File: src/pkg/fph_pkg.sv
package fph_pkg;
  // Array address width.
  localparam int ADDR_W = 21;
  // Byte offset width inside one page.
  localparam int PAGE_SHIFT = 8;
  // Erase region shifts.
  localparam int SECTOR_SHIFT = 12;
  localparam int BLK32_SHIFT = 15;
  localparam int BLK64_SHIFT = 16;
  // Bytes in one page.
  localparam logic [8:0] PAGE_BYTES = 9'h100;
  // Last opcode and address bit positions.
  localparam logic [4:0] HDR_OPC_LAST = 5'h07;
  localparam logic [4:0] HDR_ADDR_LAST = 5'h1F;
  // Byte end position and step per edge.
  localparam logic [2:0] BIT_LAST_SINGLE = 3'h7;
  localparam logic [2:0] BIT_LAST_QUAD = 3'h4;
  localparam logic [2:0] STEP_SINGLE = 3'h1;
  localparam logic [2:0] STEP_QUAD = 3'h4;
  // Synchroniser slots; pins idle high.
  localparam int SYNC_W = 6;
  localparam int SYNC_CS = 0;
  localparam int SYNC_SCK = 1;
  localparam int SYNC_L0 = 2;
  localparam logic [5:0] SYNC_IDLE = 6'h3F;
  // Opcodes handled by this front end.
  localparam logic [7:0] OP_WRITE_STATUS = 8'h01;
  localparam logic [7:0] OP_PAGE_PROG = 8'h02;
  localparam logic [7:0] OP_READ = 8'h03;
  localparam logic [7:0] OP_SECTOR_ERASE = 8'h20;
  localparam logic [7:0] OP_QUAD_PROG = 8'h32;
  localparam logic [7:0] OP_BLK32_ERASE = 8'h52;
  localparam logic [7:0] OP_CHIP_ERASE_ALT = 8'h60;
  localparam logic [7:0] OP_CHIP_ERASE = 8'hC7;
  localparam logic [7:0] OP_BLK64_ERASE = 8'hD8;

  // Erase granularity.
  typedef enum logic [1:0] {
    ERASE_SECTOR = 2'h0,
    ERASE_BLK32 = 2'h1,
    ERASE_BLK64 = 2'h2,
    ERASE_CHIP = 2'h3
  } fph_erase_t;

  // Frame phases, Gray coded along idle, opcode, address, data.
  typedef enum logic [2:0] {
    ST_IDLE = 3'b000,
    ST_OPC = 3'b001,
    ST_ADDR = 3'b011,
    ST_DATA = 3'b010,
    ST_SKIP = 3'b110
  } fph_state_t;

  // Maps an erase opcode to its granularity.
  function automatic fph_erase_t erase_kind(input logic [7:0] op);
    if (op == OP_SECTOR_ERASE) return ERASE_SECTOR;
    else if (op == OP_BLK32_ERASE) return ERASE_BLK32;
    else if (op == OP_BLK64_ERASE) return ERASE_BLK64;
    else return ERASE_CHIP;
  endfunction
endpackage

File: src/rtl/fph_pin_sync.sv
`timescale 1ns/1ps
// Three-stage synchroniser; a bit changes once stages two and three agree.
module fph_pin_sync #(
  parameter int W = 1,
  parameter logic [W-1:0] IDLE = '0
) (
  input wire logic clk_i,
  input wire logic rst_i,
  input wire logic [W-1:0] din_i,
  output logic [W-1:0] dout_o
);
  logic [W-1:0] s1_ff; // First stage, read only by the second.
  logic [W-1:0] s2_ff; // Second stage.
  logic [W-1:0] s3_ff; // Third stage.

  // Shift chain; the agreement filter rejects single-cycle glitches.
  always_ff @(posedge clk_i) begin
    if (rst_i) begin
      s1_ff <= IDLE;
      s2_ff <= IDLE;
      s3_ff <= IDLE;
      dout_o <= IDLE;
    end else begin
      s1_ff <= din_i;
      s2_ff <= s1_ff;
      s3_ff <= s2_ff;
      dout_o <= (s2_ff & s3_ff) | (dout_o & (s2_ff | s3_ff));
    end
  end
endmodule

File: src/rtl/fph_erase_map.sv
`timescale 1ns/1ps
// Erase region base and number of an address.
module fph_erase_map (
  input wire fph_pkg::fph_erase_t kind_i,
  input wire logic [fph_pkg::ADDR_W-1:0] addr_i,
  output logic [fph_pkg::ADDR_W-1:0] base_o,
  output logic [8:0] index_o
);
  // Clears the bits below the region size.
  function automatic logic [fph_pkg::ADDR_W-1:0] align(
    input logic [fph_pkg::ADDR_W-1:0] a, input int sh);
    return (a >> sh) << sh;
  endfunction

  // Chip erase has one region at address zero.
  always_comb begin
    case (kind_i)
      fph_pkg::ERASE_SECTOR: begin
        base_o = align(addr_i, fph_pkg::SECTOR_SHIFT); // RL18
        index_o = 9'(addr_i >> fph_pkg::SECTOR_SHIFT); // RL13
      end
      fph_pkg::ERASE_BLK32: begin
        base_o = align(addr_i, fph_pkg::BLK32_SHIFT); // RL18
        index_o = 9'(addr_i >> fph_pkg::BLK32_SHIFT); // RL12
      end
      fph_pkg::ERASE_BLK64: begin
        base_o = align(addr_i, fph_pkg::BLK64_SHIFT); // RL18
        index_o = 9'(addr_i >> fph_pkg::BLK64_SHIFT); // RL11
      end
      default: begin
        base_o = '0;
        index_o = 9'h000;
      end
    endcase
  end
endmodule

File: src/rtl/fph_flash_front.sv
`timescale 1ns/1ps
// Contract
// RL1: protect pin is write-protect only for 0/0/1 setting
// RL2: protect low refuses status register writes
// RL3: quad enable makes protect pin quad lane two
// RL4: quad enable clear makes lane three hold
// RL5: quad enable set makes hold pin lane three
// RL6: hold pauses and keeps bit and byte position
// RL7: hold only while selected; ignored when deselected
// RL8: hold starts on falling hold, clock low
// RL9: hold ends on rising hold, clock low
// RL10: erase by sector, 32k, 64k block, chip
// RL11: D8h erases one of 32 aligned 64k blocks
// RL12: 52h erases one of 64 aligned 32k blocks
// RL13: 20h erases one of 512 4k sectors
// RL14: 256-byte pages; program writes 1 to 256 bytes
// RL15: chip select fall starts, rise ends operation
// RL16: sample on rising clock, drive on falling
// RL17: during hold outputs float, clock ignored
// RL18: erase ignores address bits below region size
module fph_flash_front (
  input wire logic SYS_CLK_I,
  input wire logic RESET_I,
  input wire logic CS_N_I,
  input wire logic SCK_I,
  input wire logic LANE0_I,
  output logic LANE0_O,
  output logic LANE0_OE_O,
  input wire logic LANE1_I,
  output logic LANE1_O,
  output logic LANE1_OE_O,
  input wire logic QUAD_LANE_TWO_I,
  output logic QUAD_LANE_TWO_O,
  output logic QUAD_LANE_TWO_OE_O,
  input wire logic QUAD_LANE_THREE_I,
  output logic QUAD_LANE_THREE_O,
  output logic QUAD_LANE_THREE_OE_O,
  input wire logic QUAD_LANE_ENABLE_I,
  input wire logic STATUS_PROTECT_UPPER_I,
  input wire logic STATUS_PROTECT_LOWER_I,
  output logic WRITE_PROTECT_ACTIVE_O,
  output logic STATUS_LOCKED_O,
  output logic HOLD_ACTIVE_O,
  output logic STATUS_WR_O,
  output logic STATUS_WR_REFUSED_O,
  output logic [7:0] STATUS_DATA_O,
  output logic ERASE_REQ_O,
  output fph_pkg::fph_erase_t ERASE_KIND_O,
  output logic [fph_pkg::ADDR_W-1:0] ERASE_ADDR_O,
  output logic [8:0] ERASE_INDEX_O,
  output logic PROG_WR_O,
  output logic [fph_pkg::ADDR_W-1:0] PROG_ADDR_O,
  output logic [7:0] PROG_DATA_O,
  output logic PROG_DONE_O,
  output logic [8:0] PROG_COUNT_O,
  output logic RD_REQ_O,
  output logic [fph_pkg::ADDR_W-1:0] RD_ADDR_O,
  input wire logic [7:0] RD_DATA_I
);
  logic [fph_pkg::SYNC_W-1:0] pins; // Filtered pin levels.
  logic cs_n; // Filtered chip select.
  logic sck; // Filtered serial clock.
  logic [3:0] lanes; // Filtered lanes, lane three in the top bit.
  logic sck_prev_ff; // Clock level one cycle back.
  logic cs_prev_ff; // Chip select level one cycle back.
  logic hold_prev_ff; // Lane three level one cycle back.
  logic hold_ff; // Transfer paused.
  fph_pkg::fph_state_t state_ff; // Frame phase.
  fph_pkg::fph_state_t nxt_state;
  logic [4:0] hdr_cnt_ff; // Header bit position.
  logic [7:0] opc_ff; // Captured opcode.
  logic [fph_pkg::ADDR_W-1:0] addr_ff; // Captured address, low bits.
  logic [7:0] byte_ff; // Data byte being assembled.
  logic [2:0] bit_cnt_ff; // Data bit position in the byte.
  logic any_data_ff; // At least one whole data byte arrived.
  logic [7:0] page_off_ff; // Program offset inside the page.
  logic [8:0] prog_cnt_ff; // Program bytes, saturating at a page.
  logic [7:0] dout_ff; // Read byte being shifted out.
  logic [2:0] obit_ff; // Read bit position.
  logic rd_load_ff; // Read data arrives this cycle.
  fph_pkg::fph_erase_t kind; // Granularity of the held opcode.
  logic [fph_pkg::ADDR_W-1:0] region_base;
  logic [8:0] region_index;
  logic sck_rise, sck_fall, cs_fall, cs_rise, hold_fall, hold_rise;
  logic rise_ok, fall_ok, quad_cmd, byte_done, reading, wp_mode;
  logic [2:0] step;
  logic [7:0] nxt_byte;

  // Host pins are filtered first.
  fph_pin_sync #(
    .W(fph_pkg::SYNC_W),
    .IDLE(fph_pkg::SYNC_IDLE)
  ) u_sync (
    .clk_i(SYS_CLK_I),
    .rst_i(RESET_I),
    .din_i({QUAD_LANE_THREE_I, QUAD_LANE_TWO_I, LANE1_I, LANE0_I,
            SCK_I, CS_N_I}),
    .dout_o(pins)
  );

  assign cs_n = pins[fph_pkg::SYNC_CS];
  assign sck = pins[fph_pkg::SYNC_SCK];
  assign lanes = pins[fph_pkg::SYNC_L0 +: 4];

  // Edges of filtered levels count once.
  always_ff @(posedge SYS_CLK_I) begin
    if (RESET_I) begin
      sck_prev_ff <= 1'b1;
      cs_prev_ff <= 1'b1;
      hold_prev_ff <= 1'b1;
    end else begin
      sck_prev_ff <= sck;
      cs_prev_ff <= cs_n;
      hold_prev_ff <= lanes[3];
    end
  end

  assign sck_rise = sck & ~sck_prev_ff;
  assign sck_fall = ~sck & sck_prev_ff;
  assign cs_fall = ~cs_n & cs_prev_ff;
  assign cs_rise = cs_n & ~cs_prev_ff;
  assign hold_fall = ~lanes[3] & hold_prev_ff;
  assign hold_rise = lanes[3] & ~hold_prev_ff;

  // Protect pin acts only in one setting.
  assign wp_mode = ~QUAD_LANE_ENABLE_I & ~STATUS_PROTECT_UPPER_I &
                   STATUS_PROTECT_LOWER_I; // RL1
  assign WRITE_PROTECT_ACTIVE_O = wp_mode;
  assign STATUS_LOCKED_O = wp_mode & ~lanes[2]; // RL2
  assign HOLD_ACTIVE_O = hold_ff;

  // Hold tracking; quad mode makes the pin a lane.
  // Hold edges with the clock high are ignored.
  always_ff @(posedge SYS_CLK_I) begin
    if (RESET_I) begin
      hold_ff <= 1'b0;
    end else if (cs_n || QUAD_LANE_ENABLE_I) begin
      hold_ff <= 1'b0; // RL7 RL5
    end else if (!hold_ff && hold_fall && !sck) begin
      hold_ff <= 1'b1; // RL4 RL8
    end else if (hold_ff && hold_rise && !sck) begin
      hold_ff <= 1'b0; // RL9
    end
  end

  // Edges count only selected and unpaused; the rest
  // freezes, keeping the position through a hold.
  assign rise_ok = sck_rise & ~cs_n & ~hold_ff; // RL6 RL17 RL16
  assign fall_ok = sck_fall & ~cs_n & ~hold_ff; // RL6 RL17 RL16

  // Quad program takes four lanes per edge.
  assign quad_cmd = (opc_ff == fph_pkg::OP_QUAD_PROG); // RL3 RL5
  assign step = quad_cmd ? fph_pkg::STEP_QUAD : fph_pkg::STEP_SINGLE;
  assign byte_done = quad_cmd ? (bit_cnt_ff == fph_pkg::BIT_LAST_QUAD)
                              : (bit_cnt_ff == fph_pkg::BIT_LAST_SINGLE);
  assign nxt_byte = quad_cmd ? {byte_ff[3:0], lanes}
                             : {byte_ff[6:0], lanes[0]};
  assign reading = (state_ff == fph_pkg::ST_DATA) &&
                   (opc_ff == fph_pkg::OP_READ);
  assign kind = fph_pkg::erase_kind(opc_ff);

  // Next phase; unknown opcodes, or quad without quad mode,
  // skip until chip select rises.
  always_comb begin
    nxt_state = state_ff;
    case (state_ff)
      fph_pkg::ST_IDLE: begin
        if (cs_fall) begin
          nxt_state = fph_pkg::ST_OPC; // RL15
        end
      end
      fph_pkg::ST_OPC: begin
        if (rise_ok && hdr_cnt_ff == fph_pkg::HDR_OPC_LAST) begin
          case ({opc_ff[6:0], lanes[0]})
            fph_pkg::OP_PAGE_PROG, fph_pkg::OP_READ,
            fph_pkg::OP_SECTOR_ERASE, fph_pkg::OP_BLK32_ERASE,
            fph_pkg::OP_BLK64_ERASE: begin
              nxt_state = fph_pkg::ST_ADDR;
            end
            fph_pkg::OP_QUAD_PROG: begin
              nxt_state = QUAD_LANE_ENABLE_I ? fph_pkg::ST_ADDR
                                             : fph_pkg::ST_SKIP; // RL3
            end
            fph_pkg::OP_WRITE_STATUS, fph_pkg::OP_CHIP_ERASE,
            fph_pkg::OP_CHIP_ERASE_ALT: begin
              nxt_state = fph_pkg::ST_DATA;
            end
            default: begin
              nxt_state = fph_pkg::ST_SKIP;
            end
          endcase
        end
      end
      fph_pkg::ST_ADDR: begin
        if (rise_ok && hdr_cnt_ff == fph_pkg::HDR_ADDR_LAST) begin
          nxt_state = fph_pkg::ST_DATA;
        end
      end
      default: begin
        nxt_state = state_ff;
      end
    endcase
    if (cs_rise) begin
      nxt_state = fph_pkg::ST_IDLE; // RL15
    end
  end

  // Phase register and header bit counter.
  always_ff @(posedge SYS_CLK_I) begin
    if (RESET_I) begin
      state_ff <= fph_pkg::ST_IDLE;
      hdr_cnt_ff <= 5'h00;
    end else begin
      state_ff <= nxt_state;
      if (cs_fall) begin
        hdr_cnt_ff <= 5'h00;
      end else if (rise_ok && (state_ff == fph_pkg::ST_OPC ||
                               state_ff == fph_pkg::ST_ADDR)) begin
        hdr_cnt_ff <= hdr_cnt_ff + 5'h01;
      end
    end
  end

  // Opcode and address shift in MSB first on lane zero; the
  // top three address bits fall off the register.
  always_ff @(posedge SYS_CLK_I) begin
    if (RESET_I) begin
      opc_ff <= 8'h00;
      addr_ff <= '0;
    end else if (rise_ok && state_ff == fph_pkg::ST_OPC) begin
      opc_ff <= {opc_ff[6:0], lanes[0]}; // RL16
    end else if (rise_ok && state_ff == fph_pkg::ST_ADDR) begin
      addr_ff <= {addr_ff[fph_pkg::ADDR_W-2:0], lanes[0]}; // RL16
    end
  end

  // Data byte assembly for program and status writes.
  always_ff @(posedge SYS_CLK_I) begin
    if (RESET_I) begin
      byte_ff <= 8'h00;
      bit_cnt_ff <= 3'h0;
      any_data_ff <= 1'b0;
    end else if (cs_fall) begin
      bit_cnt_ff <= 3'h0;
      any_data_ff <= 1'b0;
    end else if (rise_ok && state_ff == fph_pkg::ST_DATA && !reading) begin
      byte_ff <= nxt_byte;
      bit_cnt_ff <= byte_done ? 3'h0 : bit_cnt_ff + step; // RL6
      if (byte_done) begin
        any_data_ff <= 1'b1;
      end
    end
  end

  // Program writes. The offset wraps inside the page, so a long burst
  // overwrites the page start; the count stops at one page.
  always_ff @(posedge SYS_CLK_I) begin
    if (RESET_I) begin
      page_off_ff <= 8'h00;
      prog_cnt_ff <= 9'h000;
      PROG_WR_O <= 1'b0;
      PROG_ADDR_O <= '0;
      PROG_DATA_O <= 8'h00;
    end else begin
      PROG_WR_O <= 1'b0;
      if (rise_ok && state_ff == fph_pkg::ST_ADDR &&
          hdr_cnt_ff == fph_pkg::HDR_ADDR_LAST) begin
        page_off_ff <= {addr_ff[6:0], lanes[0]};
        prog_cnt_ff <= 9'h000;
      end else if (rise_ok && state_ff == fph_pkg::ST_DATA && byte_done &&
                   (opc_ff == fph_pkg::OP_PAGE_PROG || quad_cmd)) begin
        PROG_WR_O <= 1'b1;
        PROG_DATA_O <= nxt_byte;
        PROG_ADDR_O <= {addr_ff[fph_pkg::ADDR_W-1:fph_pkg::PAGE_SHIFT],
                        page_off_ff}; // RL14
        page_off_ff <= page_off_ff + 8'h01; // RL14
        if (prog_cnt_ff != fph_pkg::PAGE_BYTES) begin
          prog_cnt_ff <= prog_cnt_ff + 9'h001; // RL14
        end
      end
    end
  end

  // Read path: request after the address, shift out on falling
  // edges, request the next as the last bit leaves.
  always_ff @(posedge SYS_CLK_I) begin
    if (RESET_I) begin
      RD_REQ_O <= 1'b0;
      RD_ADDR_O <= '0;
      rd_load_ff <= 1'b0;
      dout_ff <= 8'h00;
      obit_ff <= 3'h0;
      LANE1_O <= 1'b0;
    end else begin
      RD_REQ_O <= 1'b0;
      rd_load_ff <= RD_REQ_O;
      if (rise_ok && state_ff == fph_pkg::ST_ADDR &&
          hdr_cnt_ff == fph_pkg::HDR_ADDR_LAST &&
          opc_ff == fph_pkg::OP_READ) begin
        RD_REQ_O <= 1'b1;
        RD_ADDR_O <= {addr_ff[fph_pkg::ADDR_W-2:0], lanes[0]};
        obit_ff <= 3'h0;
      end else if (fall_ok && reading) begin
        LANE1_O <= dout_ff[7]; // RL16
        obit_ff <= obit_ff + 3'h1;
        if (obit_ff == fph_pkg::BIT_LAST_SINGLE) begin
          RD_REQ_O <= 1'b1;
          RD_ADDR_O <= RD_ADDR_O + 21'h000001;
        end
      end
      if (rd_load_ff) begin
        dout_ff <= RD_DATA_I;
      end else if (fall_ok && reading) begin
        dout_ff <= {dout_ff[6:0], 1'b0};
      end
    end
  end

  // Lane one drives only for read data, never in a hold;
  // the other lanes are inputs here.
  assign LANE1_OE_O = reading & ~cs_n & ~hold_ff; // RL17
  assign LANE0_O = 1'b0;
  assign LANE0_OE_O = 1'b0;
  assign QUAD_LANE_TWO_O = 1'b0;
  assign QUAD_LANE_TWO_OE_O = 1'b0;
  assign QUAD_LANE_THREE_O = 1'b0;
  assign QUAD_LANE_THREE_OE_O = 1'b0;

  fph_erase_map u_map (
    .kind_i(kind),
    .addr_i(addr_ff),
    .base_o(region_base),
    .index_o(region_index)
  );

  // End-of-frame actions. Erase acts only when the frame held exactly its
  // bits, a status write on one or more whole data bytes, so a short frame does nothing.
  always_ff @(posedge SYS_CLK_I) begin
    if (RESET_I) begin
      ERASE_REQ_O <= 1'b0;
      ERASE_KIND_O <= fph_pkg::ERASE_SECTOR;
      ERASE_ADDR_O <= '0;
      ERASE_INDEX_O <= 9'h000;
      STATUS_WR_O <= 1'b0;
      STATUS_WR_REFUSED_O <= 1'b0;
      STATUS_DATA_O <= 8'h00;
      PROG_DONE_O <= 1'b0;
      PROG_COUNT_O <= 9'h000;
    end else begin
      ERASE_REQ_O <= 1'b0;
      STATUS_WR_O <= 1'b0;
      STATUS_WR_REFUSED_O <= 1'b0;
      PROG_DONE_O <= 1'b0;
      if (cs_rise && state_ff == fph_pkg::ST_DATA) begin
        if (opc_ff == fph_pkg::OP_WRITE_STATUS) begin
          if (any_data_ff && bit_cnt_ff == 3'h0) begin
            STATUS_DATA_O <= byte_ff;
            STATUS_WR_O <= ~STATUS_LOCKED_O; // RL2
            STATUS_WR_REFUSED_O <= STATUS_LOCKED_O; // RL2
          end
        end else if (opc_ff == fph_pkg::OP_PAGE_PROG || quad_cmd) begin
          if (prog_cnt_ff != 9'h000) begin
            PROG_DONE_O <= 1'b1; // RL14
            PROG_COUNT_O <= prog_cnt_ff;
          end
        end else if (opc_ff != fph_pkg::OP_READ && !any_data_ff &&
                     bit_cnt_ff == 3'h0) begin
          ERASE_REQ_O <= 1'b1; // RL10
          ERASE_KIND_O <= kind; // RL10
          ERASE_ADDR_O <= region_base; // RL18
          ERASE_INDEX_O <= region_index; // RL11 RL12 RL13
        end
      end
    end
  end
endmodule

File: config.mk
export PLATFORM = sky130hd
export DESIGN_NAME = fph_flash_front
export DESIGN_NICKNAME = d
export VERILOG_FILES = /design/src/pkg/fph_pkg.sv /design/src/rtl/fph_pin_sync.sv /design/src/rtl/fph_erase_map.sv /design/src/rtl/fph_flash_front.sv
export SDC_FILE = /design/constraint.sdc
export NUM_CORES = 1
export LEC_CHECK = 0
export BUFFER_PORTS_ARGS = -buffer_cell sky130_fd_sc_hd__buf_4
export CAP_MARGIN = 20
export CORE_AREA = 2 2 150 137
export DETAILED_ROUTE_END_ITERATION = 7
export DIE_AREA = 0 0 152 139
export MAX_ROUTING_LAYER = met4
export PLACE_DENSITY = 0.68
export SKIP_CTS_REPAIR_TIMING = 1
export SYNTH_ARGS = -nofsm -noshare
export SYNTH_HDL_FRONTEND = slang
export SYNTH_SLANG_ARGS = --single-unit
File: constraint.sdc
create_clock -name SYS_CLK_I -period 3 [get_ports SYS_CLK_I]
set_input_delay 0.15 -clock SYS_CLK_I [delete_from_list [all_inputs] [get_ports SYS_CLK_I]]
set_output_delay 0.15 -clock SYS_CLK_I [all_outputs]
set_load 0.05 [all_outputs]
[Yosys cells after proc, flatten, opt, wreduce, memory -nomap -nowiden]
Index checks and enable logic that the tools add are counted.
Storage, ports and cells
  bits in registers: 212
  input bits: 19
  output and inout bits: 116
  logic and storage cells: 199
Operators by class
  $add $sub $neg: 6
  equality and inequality tests: 31
  mux-type cells: 30
  bitwise logic cells: 38
  reduce and logical (&&, ||, !) cells: 59
Operators by type and width (number)
  $mux W21: 3
  $pmux W21 S3: 1
  $mux W8: 5
  $eq A8 B2 Y1 const B: 4
  $eq A8 B6 Y1 const B: 4
  $pmux W9 S3: 1
  $eq A8 B7 Y1 const B: 3
  $eq A8 B8 Y1 const B: 3
  $add A21 B1 Y21 const B: 1
  $logic_and A1 B1 Y1: 21
  $not A1 Y1: 19
  $mux W3: 6
  $pmux W3 S3: 2
  $eq A8 B1 Y1 const B: 2
  $and A1 B1 Y1: 15
  $reduce_and A2 Y1: 7
  $and A6 B6 Y6: 2
  $or A6 B6 Y6: 2
  $reduce_and A4 Y1: 3
  $reduce_or A4 Y1: 3
  $mux W1: 10
  $reduce_bool A2 Y1: 5
  $reduce_or A2 Y1: 5
  $add A9 B1 Y9 const B: 1
  other kinds (24): 36

[Depth between registers and ports, before layout]
  word-level depth: 9
  depth in mapped cells: 11
  depth with buffers taken out: 8

[Hierarchy]
Synthesis repeated with hierarchy kept, for this count alone.
Second synthesis, totals
  cell total of the unflattened synthesis: 1091
  area total of the unflattened synthesis: 9245.1 um2
Modules (own cells, without submodules)
  fph_flash_front: times used 1, cells an instance 985, area an instance 8205.4 um2, sequential area each 3763.6 um2
  fph_pin_sync: times used 1, cells an instance 62, area an instance 713.2 um2, sequential area each 480.5 um2
  fph_erase_map: times used 1, cells an instance 44, area an instance 326.6 um2, sequential area each 0.0 um2

[Least setup slack after synthesis]
Ideal clock, no wire load.
  path kind: flip-flop to flip-flop
  start: register opc_ff[2]
  end: register prog_cnt_ff[5]
  library setup time: 0.070 ns
  arrival time: 3.111 ns
  required time: 2.930 ns
  path slack: -0.181 ns
  cell stages (with the launch flop): 11
  buffers on the path: 2
  period minus slack after synthesis: 3.181 ns
  path through: dfxtp_1 -> clkbuf_1 -> nor4b_1 -> nand2_1 -> ha_1 -> nor3b_1 -> nand3_1 -> a211o_1 -> buf_6 -> or4_1 -> a21oi_1
On the way
  word-level cells in the longest chain between the ends: 5
  elaborated cells between the ends (all ways): 7
  classes of those cells: eq/ne: 2; mux: 1; reduce/logical: 4
RTL lines
  from (decl): RTL line fph_flash_front.sv:71  | logic [7:0] opc_ff;
  from (signal assigned): RTL line fph_flash_front.sv:231  | opc_ff <= {opc_ff[6:0], lanes[0]};
  $eq A8 B6 Y1: RTL line fph_flash_front.sv:152  | assign quad_cmd = (opc_ff == fph_pkg::OP_QUAD_PROG);
  $mux W1: RTL line fph_flash_front.sv:154  | assign byte_done = quad_cmd ? (bit_cnt_ff == fph_pkg::BIT_LAST_QUAD)
  $logic_and A1 B1 Y1: RTL line fph_flash_front.sv:270  | end else if (rise_ok && state_ff == fph_pkg::ST_DATA && byte_done &&
  $logic_and A1 B1 Y1 (*): RTL line fph_flash_front.sv:270
  $reduce_and A2 Y1 (no line) (*)
  to (signal assigned): RTL line fph_flash_front.sv:278  | prog_cnt_ff <= prog_cnt_ff + 9'h001;
  to (decl): RTL line fph_flash_front.sv:77  | logic [8:0] prog_cnt_ff;
Mark *: on every way between the ends. The rest lies on a longest branch, timed or not.
A chain may end at the register's enable or synchronous reset.

[Worst setup path after layout]
  start: register opc_ff[7]
  end: register page_off_ff[4]
On the way
  word-level cells in the longest chain between the ends: 5
  elaborated cells between the ends (all ways): 7
  classes of those cells: eq/ne: 2; mux: 1; reduce/logical: 4
RTL lines
  $eq A8 B6 Y1: RTL line fph_flash_front.sv:152
  $mux W1: RTL line fph_flash_front.sv:154
  $logic_and A1 B1 Y1: RTL line fph_flash_front.sv:270
  $logic_and A1 B1 Y1 (*): RTL line fph_flash_front.sv:270
  $reduce_bool A2 Y1 (no line) (*)
  to (signal assigned): RTL line fph_flash_front.sv:268  | page_off_ff <= {addr_ff[6:0], lanes[0]};
  to (signal assigned): RTL line fph_flash_front.sv:276  | page_off_ff <= page_off_ff + 8'h01;
  to (decl): RTL line fph_flash_front.sv:76  | logic [7:0] page_off_ff;
Marked as above.

==> out/results.tsv <==
metric	value	unit
drtIter0Drc	707	
period_minus_slack	2770	ps
endpoint	page_off_ff[4]$_SDFFE_PP0P_	
cp_max_fo	29	
cp_num_cells	9	
drive_above_1_share	19.5	%
min_from	RD_DATA_I[3]	
worst_slack	225	ps
clkTransAtPathRegs	70	ps
synth-edff-count	0	
tightest_slew	927	ps
hold_ws	-4.44	ps
finalCritPeriodShare	92.5	%
initial_core_util	44.2	%
peakVddDrop	0.367	mV
grt_max_degree	99	
dp_slack	260	ps
violations	design-rule violations, negative hold slack	
root_buffer	clkbuf_16	
portBuffers	116	
syn_avg_cell_area	8.55	µm²
synth_top_area_cell	dfxtp_1	
drc_errors	2	
clock_latency	430	ps
syn_area	8710	µm²
p_leak	3.99	nW
avgViaCountPerCell	5.44	
io_pins	135	
hold_violations	1	
total_power	0.00498	W
critPathSlowestCell	a211o_1	
r2r_end	page_off_ff[4]$_SDFFE_PP0P_	
ys.flop_type	dfxtp_1	
rr_worst_depth	9	
place_hpwl	15.4	mm
syn_inst	1018	
rsz0062_at_grt	no	
finalSetupViolCount	0	
ys_ff_latch	200	
synth_common_cells	dfxtp_1 (200), nand2_1 (124), nor2_1 (121)	
cp.arrival	3100	ps
die_area	21100	µm²
synth_warnings	0	
wire_per_inst	15.8	µm
yosysTopAreaCellShare	46.0	%
worstReg2RegStart	opc_ff[7]$_SDFFE_PP0P_	
clockBufferDepth	2	
finalClockSkew	9.00	ps
crit_path_frequent_cell	buf_4	
setup.worst_path.start	opc_ff[7]$_SDFFE_PP0P_	
dr.pass1.iters	8	
cts.sinks	200	
place.gp.congestion	0.841	
antenna_found_initial	0	
syn_to_final_growth	20.8	%
htreeDepth	4	
crit_chain	nor4bb_1, buf_4, nand2_2, ha_1, nand3b_1, a21o_1, a211o_1, buf_4, o311a_1	
die_h	139	µm
grt_pass1_wl	35.8	mm
ys_top_cells_by_area	dfxtp_1 (46%), a21oi_1 (5.8%), mux2i_1 (5.4%), nand2_1 (5.3%), nor2_1 (5.2%)	
slew_viol_final	0	
crit_type	reg2reg	
layout.nets	1157	
grt_pass1_vias	6871	
crit_path_end_kind	register	
die_w	152	µm
synth_most_common_cell	dfxtp_1	
grt_use_total	21.2	%
routed_wl	22.1	mm
final_area	10500	µm²
diodes	0	
grt_overflow	0	
critical_path.startpoint_type	register	
power_density	474	nW/µm²
slew-limit-headroom	38.1	%
crit_required	3320	ps
status	complete, but fails checks	
hold_path.class	in2reg	
synth_cell_types	73	
core_area	19700	µm²
postRouteAntennaNets	0	
numCtsBuffers	17	
r2r_slack	230	ps
fin_util	53.4	%
cts_tree	done	
placementRows	49	
drv_cap	0	
worst_path_largest_cell_delay	400	ps
vias	7593	
async_reset_ff_share	0	%
cpLargestDelayFamily	compound AO/OA/AOI/OAI gates	
setup_tns	0	ps
critPathBufInv	2	
seq_area_frac_synth	46.0	%
clock.fmax	360	MHz
place_area	9890	µm²
## worst reg2reg max path, stage by stage (launching register included)
cell and delay [ps]:
dfxtp_1 370, nor4bb_1 290, buf_4 170, nand2_2 50, ha_1 310, nand3b_1 160
a21o_1 250, a211o_1 410, buf_4 280, o311a_1 370
## area by class of cell
class,instances,area [µm²]
well taps,255,319
multi-input cells,734,4340
flip-flops and latches,200,4000
fillers,1804,9160
inverters,16,60.1
clock buffers,18,429
clock inverters,14,116
repair buffers,159,1250
## sequential cells by signal (all words and copies together) (netlist names), 5 cells and up
| signal | count |
|---|---|
| byte_ff | 8 |
| addr_ff | 21 |
| PROG_COUNT_O | 9 |
| dout_ff | 8 |
| ERASE_INDEX_O | 9 |
| u_sync.dout_o | 6 |
| PROG_ADDR_O | 21 |
| prog_cnt_ff | 9 |
| u_sync.s2_ff | 6 |
| u_sync.s3_ff | 6 |
| u_sync.s1_ff | 6 |
| hdr_cnt_ff | 5 |
| page_off_ff | 8 |
| opc_ff | 8 |
| ERASE_ADDR_O | 9 |
| PROG_DATA_O | 8 |
| RD_ADDR_O | 21 |
| STATUS_DATA_O | 8 |
## metrics by stage
| stage | hold WS [ps] | std cells |
|---|---|---|
| finish | -4.44 | 1396 |
| global route | 3.74 | 1396 |
| CTS | -120 | 1388 |
| detailed placement | 338 | 1356 |
| global placement | 334 | 1356 |
| floorplan | 227 | 1035 |
## power breakdown
part           total (W)  internal [W]  switching [W]
clock network    0.00217       0.00108        0.00109
logic           0.000146     0.0000397       0.000106
registers        0.00267       0.00266     0.00000424
## layout by cell type (no fill, tap or decap), types with 20 or more instances in the layout
cell      Yosys  layout
dfxtp_1     200     200
buf_4        18     148
nand2_1     124     123
nor2_1      121     121
a21oi_1     101     101
mux2i_1      47      47
a211oi_1     31      31
nand3_1      26      26
or2_2        24      24
o21ai_0      22      22
nand2b_1     20      20
## worst min path at each step
stage / slack, ps / end / depth (start not counted)
2_1_floorplan: 230 / HOLD_ACTIVE_O$_SDFFE_PP0P_ / 1
4_1_cts: -120 / u_sync.s1_ff[2]$_SDFF_PP1_ / 2
3_5_place_dp: 340 / u_sync.s1_ff[2]$_SDFF_PP1_ / 2
3_3_place_gp: 330 / u_sync.s1_ff[2]$_SDFF_PP1_ / 2
6_report: -4 / dout_ff[3]$_SDFFE_PP0P_ / 3
5_1_grt: 4 / dout_ff[3]$_SDFFE_PP0P_ / 3
## logic make-up after synthesis
kind of cell	after synthesis	share of synthesized area, %
flops	200	46.0
xor+xnor	8	0.805
simple gates	430	24.3
other cells	1	0.0431
fa+ha+maj	10	1.44
buf+inv	101	5.38
mux	48	5.53
compound gates	220	16.5
## metal layers
| metal | routed length (µm) | track usage (%) |
|---|---|---|
| met5 | 0 | - |
| met4 | 340 | 6.10 |
| met3 | 1290 | 4.13 |
| met2 | 9590 | 29.9 |
| met1 | 10900 | 30.8 |
Note: power is estimated with default switching activity, not from simulation.
